===== src/design/pidv_map.vh =====
// register offsets, field positions and reset values of the paged id/vendor block
`ifndef PIDV_MAP_VH
`define PIDV_MAP_VH
// page selector values
`define PIDV_PAGE_IDENT 3'h1
`define PIDV_PAGE_VENDOR 3'h7
// paged offsets, identification page
`define PIDV_OFF_COMPLIANCE 4'h8
`define PIDV_OFF_OUI_HIGH 4'hA
`define PIDV_OFF_OUI_MID 4'hB
`define PIDV_OFF_OUI_LOW 4'hC
`define PIDV_OFF_PART_HIGH 4'hD
`define PIDV_OFF_PART_MID 4'hE
`define PIDV_OFF_PART_LOW 4'hF
// paged offsets, vendor-dependent page
`define PIDV_OFF_SPECIAL 4'h8
`define PIDV_OFF_SOFT_RESET 4'hE
// base register holding the page selector, and its field (low three bits)
`define PIDV_OFF_PAGE_SEL 4'h7
// field positions as bus bit numbers (doc bit 0 is bus bit 7)
`define PIDV_BIT_NULL_KEEP 7
`define PIDV_BIT_SPEED_HI 1
`define PIDV_BIT_SPEED_LO 0
`define PIDV_BIT_SOFT_RESET 7
// reset and constant values
`define PIDV_COMPLIANCE_VAL 8'h01
`define PIDV_SPEED_RST 2'h2
`define PIDV_NULL_KEEP_RST 1'h0
`define PIDV_PAGE_RST 3'h0
`define PIDV_PHY_SPEED 2'h2
`endif


===== src/design/pidv_regs.v =====
// paged identification and vendor-dependent register bank of a serial-bus phy
// Contract
// page 1 maps identification registers
// page 7 maps control/test registers
// compliance byte 01h at address 8
// 24-bit maker id, msb at 1010b
// 24-bit part_identifier, msb at 1101b
// null policy applies only with acceleration
// policy one: clear only on >8-bit packets
// policy zero: clear on any non-ack
// policy bit zero at hard reset
// two-bit link speed field, read/write
// speed field copied into self-id
// always signal 400 to peers
// speed resets to 10b, bus reset keeps
// writing one does full hard reset
// soft reset bit reads zero
// soft reset bit at 1110b bit 0
// reserved bits read zero, ignore writes
// doc bit 0 is the msb
//
// The strobed register port was left to the implementer.
`timescale 1ns/100ps
`include "pidv_map.vh"

module pidv_regs #(
    parameter [23:0] MAKER_OUI = 24'h123456,       // arbitrary value
    parameter [23:0] PART_IDENTIFIER = 24'hABCDEF, // arbitrary value
    parameter integer RST_PULSE = 4                // soft reset pulse lasts this many cycles plus one
) (
    input wire mclk_i,              // 125 MHz clock
    input wire rst_n_i,             // async reset, active low
    input wire [3:0] addr_i,        // register address
    input wire [7:0] wdata_i,       // write data
    input wire wr_i,                // write strobe
    input wire rd_i,                // read strobe
    input wire accel_en_i,          // arbitration acceleration enabled
    input wire pkt_end_i,           // received packet ended, pulse
    input wire [15:0] pkt_bits_i,   // data bits in received packet
    output reg [7:0] rdata_o,       // read data, one cycle after rd
    output reg [2:0] page_sel_o,    // current page selector
    output reg [1:0] selfid_speed_subfield_o, // speed into self-id
    output reg [1:0] peer_speed_o,  // speed signaled to peer phys
    output reg null_packet_keep_requests_o, // policy bit state
    output reg clear_requests_o,    // clear fair/priority requests, pulse
    output reg hard_reset_o         // full hard reset request, level
);

    reg [2:0] page_q;
    reg null_keep_q;
    reg [1:0] speed_q;
    reg [7:0] rdata_d;
    reg [2:0] rst_cnt_q;
    reg swr_q;
    reg [1:0] swr_sync_q;
    wire int_rst_n;
    wire is_ack;
    wire long_pkt;
    wire clr_d;

    // internal reset: external pin or soft reset pulse
    assign int_rst_n = rst_n_i & ~swr_sync_q[1];

    // soft reset pulse generator, only on external reset
    always @(posedge mclk_i or negedge rst_n_i) begin
        if (!rst_n_i) begin
            rst_cnt_q <= 3'h0;
            swr_q <= 1'b0;
        end else if (wr_i && page_q == `PIDV_PAGE_VENDOR &&
                     addr_i == `PIDV_OFF_SOFT_RESET && wdata_i[`PIDV_BIT_SOFT_RESET]) begin
            // start hard reset
            swr_q <= 1'b1;
            rst_cnt_q <= RST_PULSE[2:0];
        end else if (rst_cnt_q != 3'h0) begin
            rst_cnt_q <= rst_cnt_q - 3'h1;
        end else begin
            swr_q <= 1'b0;
        end
    end

    // registered reset pulse so internal reset is glitch free
    always @(posedge mclk_i or negedge rst_n_i) begin
        if (!rst_n_i) begin
            swr_sync_q <= 2'h0;
        end else begin
            swr_sync_q <= {swr_sync_q[0], swr_q};
        end
    end

    // register writes
    always @(posedge mclk_i or negedge int_rst_n) begin
        if (!int_rst_n) begin
            page_q <= `PIDV_PAGE_RST;
            // policy cleared at hard reset
            null_keep_q <= `PIDV_NULL_KEEP_RST;
            // 400 after hard reset
            speed_q <= `PIDV_SPEED_RST;
        end else if (wr_i) begin
            if (addr_i == `PIDV_OFF_PAGE_SEL) begin
                page_q <= wdata_i[2:0];
            end
            // control register writes on page 7
            if (page_q == `PIDV_PAGE_VENDOR && addr_i == `PIDV_OFF_SPECIAL) begin
                null_keep_q <= wdata_i[`PIDV_BIT_NULL_KEEP];
                // R18: speed from doc bits 6..7
                speed_q <= {wdata_i[`PIDV_BIT_SPEED_HI], wdata_i[`PIDV_BIT_SPEED_LO]};
            end
        end
    end

    // read mux
    always @* begin
        rdata_d = 8'h00;
        if (addr_i == `PIDV_OFF_PAGE_SEL) begin
            rdata_d = {5'h00, page_q};
        end else if (page_q == `PIDV_PAGE_IDENT) begin
            // identification page mapping
            case (addr_i)
                // compliance level
                `PIDV_OFF_COMPLIANCE: rdata_d = `PIDV_COMPLIANCE_VAL;
                // maker id, msb first
                `PIDV_OFF_OUI_HIGH: rdata_d = MAKER_OUI[23:16];
                `PIDV_OFF_OUI_MID: rdata_d = MAKER_OUI[15:8];
                `PIDV_OFF_OUI_LOW: rdata_d = MAKER_OUI[7:0];
                // part_identifier, msb first
                `PIDV_OFF_PART_HIGH: rdata_d = PART_IDENTIFIER[23:16];
                `PIDV_OFF_PART_MID: rdata_d = PART_IDENTIFIER[15:8];
                `PIDV_OFF_PART_LOW: rdata_d = PART_IDENTIFIER[7:0];
                // reserved reads zero
                default: rdata_d = 8'h00;
            endcase
        end else if (page_q == `PIDV_PAGE_VENDOR) begin
            case (addr_i)
                // policy in msb, speed in low bits
                `PIDV_OFF_SPECIAL: rdata_d = {null_keep_q, 5'h00, speed_q};
                // R16: soft reset bit reads zero
                `PIDV_OFF_SOFT_RESET: rdata_d = 8'h00;
                // test bytes read zero
                default: rdata_d = 8'h00;
            endcase
        end
    end

    // packet classification
    assign is_ack = (pkt_bits_i == 16'h0008);
    assign long_pkt = (pkt_bits_i > 16'h0008);
    // R7: R8: request clearing policy
    assign clr_d = pkt_end_i & ((accel_en_i & null_keep_q) ? long_pkt : ~is_ack);

    // registered outputs
    always @(posedge mclk_i or negedge int_rst_n) begin
        if (!int_rst_n) begin
            rdata_o <= 8'h00;
            page_sel_o <= `PIDV_PAGE_RST;
            selfid_speed_subfield_o <= `PIDV_SPEED_RST;
            peer_speed_o <= `PIDV_PHY_SPEED;
            null_packet_keep_requests_o <= `PIDV_NULL_KEEP_RST;
            clear_requests_o <= 1'b0;
        end else begin
            rdata_o <= rd_i ? rdata_d : 8'h00;
            page_sel_o <= page_q;
            // speed into self-id
            selfid_speed_subfield_o <= speed_q;
            // peers always see 400
            peer_speed_o <= `PIDV_PHY_SPEED;
            null_packet_keep_requests_o <= null_keep_q;
            clear_requests_o <= clr_d;
        end
    end

    // hard reset indication to the rest of the phy
    always @(posedge mclk_i or negedge rst_n_i) begin
        if (!rst_n_i) begin
            hard_reset_o <= 1'b1;
        end else begin
            // stretched hard reset out
            hard_reset_o <= swr_sync_q[1];
        end
    end

endmodule // pidv_regs


===== config.mk =====
export PLATFORM = sky130hd
export DESIGN_NAME = pidv_regs
export DESIGN_NICKNAME = d
export VERILOG_FILES = /design/src/design/pidv_regs.v
export VERILOG_INCLUDE_DIRS = /design/src /design/src/design
export SDC_FILE = /design/constraint.sdc
export NUM_CORES = 1
export LEC_CHECK = 0
export ABC_AREA = 1
export BUFFER_PORTS_ARGS = -buffer_cell sky130_fd_sc_hd__buf_2
export CORE_UTILIZATION = 40
export CTS_BUF_LIST = sky130_fd_sc_hd__clkbuf_2 sky130_fd_sc_hd__clkbuf_4 sky130_fd_sc_hd__clkbuf_8
export DETAILED_ROUTE_END_ITERATION = 7
export PLACE_DENSITY = 0.68
export SLEW_MARGIN = 20
export SYNTH_ARGS = -nofsm -noshare
export SYNTH_HDL_FRONTEND = slang
export SYNTH_SLANG_ARGS = --single-unit

===== constraint.sdc =====
create_clock -name mclk_i -period 3.15 [get_ports mclk_i]
set_input_delay 0.315 -clock mclk_i [delete_from_list [all_inputs] [get_ports mclk_i]]
set_output_delay 0.315 -clock mclk_i [all_outputs]
set_load 0.02 [all_outputs]

# Word level (Yosys, flattened, before mapping)
# Index checks and enable logic that the tools add are counted.
op_classes:
  n_eq_ne: 12
  n_mux: 11
  n_lt_le_gt_ge: 1
  addsub: 1
  bitwise: 5
  n_reduce_logical: 8
ops:
  columns: ["operator", "count"]
  rows:
  - ["one-hot mux 8 bit (7 select lines)", 1]
  - ["two-way mux 8 bit", 5]
  - ["== test 4 bit (second input constant)", 7]
  - ["== test 16 x 4 -> 1 bit (second input constant)", 1]
  - ["greater-than comparator 16 x 4 -> 1 bit (second input constant)", 1]
  - ["two-way mux 3 bit", 2]
  - ["== test 4 x 3 -> 1 bit (second input constant)", 1]
  - ["logical AND 1 bit", 4]
  - ["AND reduction 2 bit", 2]
  - ["bitwise AND 1 bit", 3]
  - ["== test 3 x 1 -> 1 bit (second input constant)", 1]
  - ["== test 3 bit (second input constant)", 1]
  - ["two-way mux 1 bit", 3]
  - ["nonzero test 3 bit", 1]
  - ["subtractor 3 x 1 -> 3 bit (second input constant)", 1]
  - ["!= test 2 bit (second input constant)", 1]
  - ["NOT 1 bit", 2]
  - ["nonzero test 2 bit", 1]
totals:
  register_bits: 28
  elab_cells: 50
  input_bits: 34

# Logic depth before layout (Yosys ltp)
logic_depth:
  depth_word: 6
  mapped_depth: 8
  mapped_depth_nobuf: 8

# Worst setup path before layout
# OpenSTA, ideal clock, no wires.
synth_timing:
  path_type: "reg-to-reg"
  startpoint: "reg rst_cnt_q[0]"
  endpoint: "reg rst_cnt_q[0]"
  required_ns: 3.033
  arrival_ns: 0.963
  path_stages_with_launch: 8
  slack_ns: 2.070
  path_cell_list: "dfrtp_1 > inv_1 > ha_1 > inv_1 > nor2_1 > inv_1 > nand3_1 > nand2_1"
synth_between:
  elab_chain_len: 3
  word_cells_on_any_way: 5
synth_lines:
  columns: ["element", "line", "source"]
  rows:
  - ["from (decl)", "pidv_regs.v:53", "reg [2:0] rst_cnt_q;"]
  - ["from (signal assigned)", "pidv_regs.v:73", "rst_cnt_q <= RST_PULSE[2:0];"]
  - ["from (signal assigned)", "pidv_regs.v:75", "rst_cnt_q <= rst_cnt_q - 3'h1;"]
  - ["subtractor 3 x 1 -> 3 bit", "pidv_regs.v:75", null]
  - ["two-way mux 3 bit", "pidv_regs.v:74", "end else if (rst_cnt_q != 3'h0) begin"]
  - ["two-way mux 3 bit", "pidv_regs.v:69", "end else if (wr_i && page_q == `PIDV_PAGE_VENDOR &&"]
# Several ways; a longest one is shown, not always the timed one. The select of a mux whose other input is x is not followed.
# A chain may end at the register's enable or synchronous reset.

# Worst setup path in the final report
layout_timing:
  startpoint: "reg hard_reset_o"
  endpoint: "out hard_reset_o"
layout_rtl:
  columns: ["element", "line", "source"]
  rows:
  - ["from (decl)", "pidv_regs.v:46", "output reg hard_reset_o"]
  - ["from (signal assigned)", "pidv_regs.v:177", "hard_reset_o <= swr_sync_q[1];"]
# No word-level cell between the ends.

==> flow_summary.yaml <==
grt:
  track_usage: 0.159
  grt_pass1_wl_um: 4110
  antenna_found_initial: 0
  grt_max_degree: 22
  grt_pass1_vias: 979
  globalRouteOverflowTotal: 0
pwr:
  powerDensity_nw_per_um2: 490
  peakVddDrop_mv: 0.262
  internal-power_w: 0.000539
  p_sw_frac: 0.315
  switchingPower_w: 0.000247
  total_power_w: 0.000786
  p_leak_nw: 0.938
  combPwrFrac: 0.257
  power.clock.fraction: 0.194
  pwr-share-seq: 0.549
setup_path:
  crit_buf_inv: 1
  crit_path_end_kind: "primary output"
  crit_chain: "buf_2"
  worst_setup_path_start_kind: "flip-flop"
  path_max_fanout: 1
  max_stage_delay_ns: 0.54
  crit_type: "reg -> out"
  crit_arrival_ns: 1.01
  critPathTopFamily: "flip-flops"
  cpMaxStageDelayCell: "dfstp_2"
  required_ns: 2.83
die:
  start_util: 0.424
  io_pins: 52
  rows: 20
  coreArea_um2: 3050
  die_h_um: 58.9
  dieArea_um2: 3470
  die_width_um: 58.9
final_layout:
  nNetsFinal: 238
  drive_above_1_share: 0.323
  final_area_um2: 1610
  synthToLayoutAreaGrowth_pct: 24.2
  n_antenna_cell: 0
synthesis:
  synth_area_um2: 1290
  ys_seq_area_frac: 0.544
  synthTopCellsByArea: "dfrtp_1 (48%), nand2_1 (8.7%), inv_1 (7.5%)"
  ys_ff_latch: 28
  synth_top_area_frac: 0.484
  synth_flop_cell: "dfrtp_1"
  synth_common_cells: "nand2_1 (30), inv_1 (26), dfrtp_1 (25)"
  syn_nets: 188
  async_flop_share: 1.00
  synth.distinct_cells: 23
  synth.largest_area_cell: "dfrtp_1"
  synth_edf_count: 0
  postSynthAreaPerCell_um2: 8.51
  syn-instance-count: 152
  yosys_warnings: 0
  synth.most_common_cell: "nand2_1"
placed_design:
  placed_area_um2: 1570
  dp_hpwl_um: 2010
  gp_congestion: 0.799
  port_buffers: 45
  post-place-ws_ns: 1.94
sta:
  worst_slack_ns: 1.83
  max_freq_mhz: 757
  setup_tns_ns: 0
  period_share: 0.419
  period_needed_ns: 1.32
  slew_viol_final: 0
  hold_viol: 0
  rsz0062_at_grt: "false"
  setup_viol: 0
  fin_worst_skew_ns: 0.00487
drt:
  dr_total_vias: 1104
  drtAntennaViolNets: 0
  wl_per_cell_um: 10.1
  via_per_inst: 4.51
  drt-total-wl_um: 2480
  drt-initial-drc-count: 23
  post-route-drc-count: 0
  first_pass_iters: 3
clocking:
  cts_resized: 0
  clk_path_buf_depth: 2
  cts_sinks: 28
  clkSlewWorstSetupHoldPaths_ns: 0.14
  postCtsSetupBuffers: 0
  cts_hold_buf: 1
  clock_latency_ns: 0.31
  cts_root_buffer: "clkbuf_4"
  cts_tree: "yes"
  htree_levels: 1
  numCtsBuffers: 3
run_status:
  status: "completed"
hold_path:
  hold_class: "in -> reg"
flow_run:
  drv_cap: 0
cells by family after synthesis:
family / Yosys count / synth area share
AND/OR/NAND/NOR: 72 / 0.264
buffers and inverters: 31 / 0.0957
flip-flops: 28 / 0.544
AO/OA/AOI/OAI: 16 / 0.0629
adder cells (fa/ha/maj): 2 / 0.0193
other: 2 / 0.00580
multiplexers: 1 / 0.00774
layout by cell type (no fill, tap or decap), types with 3 or more instances in the layout:
master / count
nand3_1: 13
clkbuf_4: 4
o21ai_1: 6
buf_2: 45
dfrtp_1: 25
nand2_2: 4
o21ai_0: 7
nor2_1: 17
inv_2: 3
nand2_1: 30
dfstp_2: 3
inv_1: 26
worst paths after layout:
check | startpoint | to | slack (ns) | depth (start not counted)
worst max register to register | rst_cnt_q[0] | rst_cnt_q[1] | 1.94 | 7
min in group asynchronous | rst_n_i | swr_sync_q[0] | 0.34 | 2
worst min-delay path | pkt_end_i | clear_requests_o | 0.18 | 3
worst max-delay path | hard_reset_o | hard_reset_o | 1.83 | 1
max in group asynchronous | rst_n_i | selfid_speed_subfield_o[1] | 2.15 | 5
worst min register to register | swr_sync_q[0] | swr_sync_q[1] | 0.38 | 0
through the flow:
| step | cells | hold WS (ns) | utilization |
|---|---|---|---|
| 6_report | 245 | 0.182 | 0.526 |
| 5_1_grt | 245 | 0.166 | 0.526 |
| 4_1_cts | 245 | 0.169 | 0.526 |
| 3_5_place_dp | 240 | 0.162 | 0.513 |
| 3_3_place_gp | 240 | 0.154 | 0.513 |
| 2_1_floorplan | 152 | 0.0194 | - |
final cells by class:
type,instances,area (um2)
well taps,44,55.1
fillers,317,1450
inverters,29,109
repair buffers,47,243
clock buffers,4,30.0
multi-input cells,93,465
flip-flops and latches,28,704
sequential cells by signal, indices dropped and copies added (netlist names):
name	flops
clear_requests_o	1
page_q	3
null_keep_q	1
rdata_o	8
null_packet_keep_requests_o	1
rst_cnt_q	3
hard_reset_o	1
swr_sync_q	2
speed_q	2
swr_q	1
page_sel_o	3
selfid_speed_subfield_o	2
routing by layer:
| metal | up-vias | GRT usage | routed length [um] |
|---|---|---|---|
| met3 | 4 | 0.0484 | 95 |
| li1 | 564 | - | - |
| met1 | 518 | 0.181 | 1020 |
| met4 | 0 | 0.0306 | 12 |
| met5 | - | 0 | 0 |
| met2 | 18 | 0.294 | 1350 |
power by group through the flow:
| stage | combinational [W] | clock [W] | sequential [W] |
|---|---|---|---|
| 2_1_floorplan | 0.000130 | 0 | 0.000446 |
| 3_3_place_gp | 0.000192 | 0 | 0.000434 |
| 3_5_place_dp | 0.000203 | 0 | 0.000437 |
| 4_1_cts | 0.000205 | 0.000158 | 0.000432 |
| 5_1_grt | 0.000232 | 0.000180 | 0.000438 |
| 6_report | 0.000202 | 0.000153 | 0.000432 |
No activity file was read; power rests on OpenSTA's default activity.
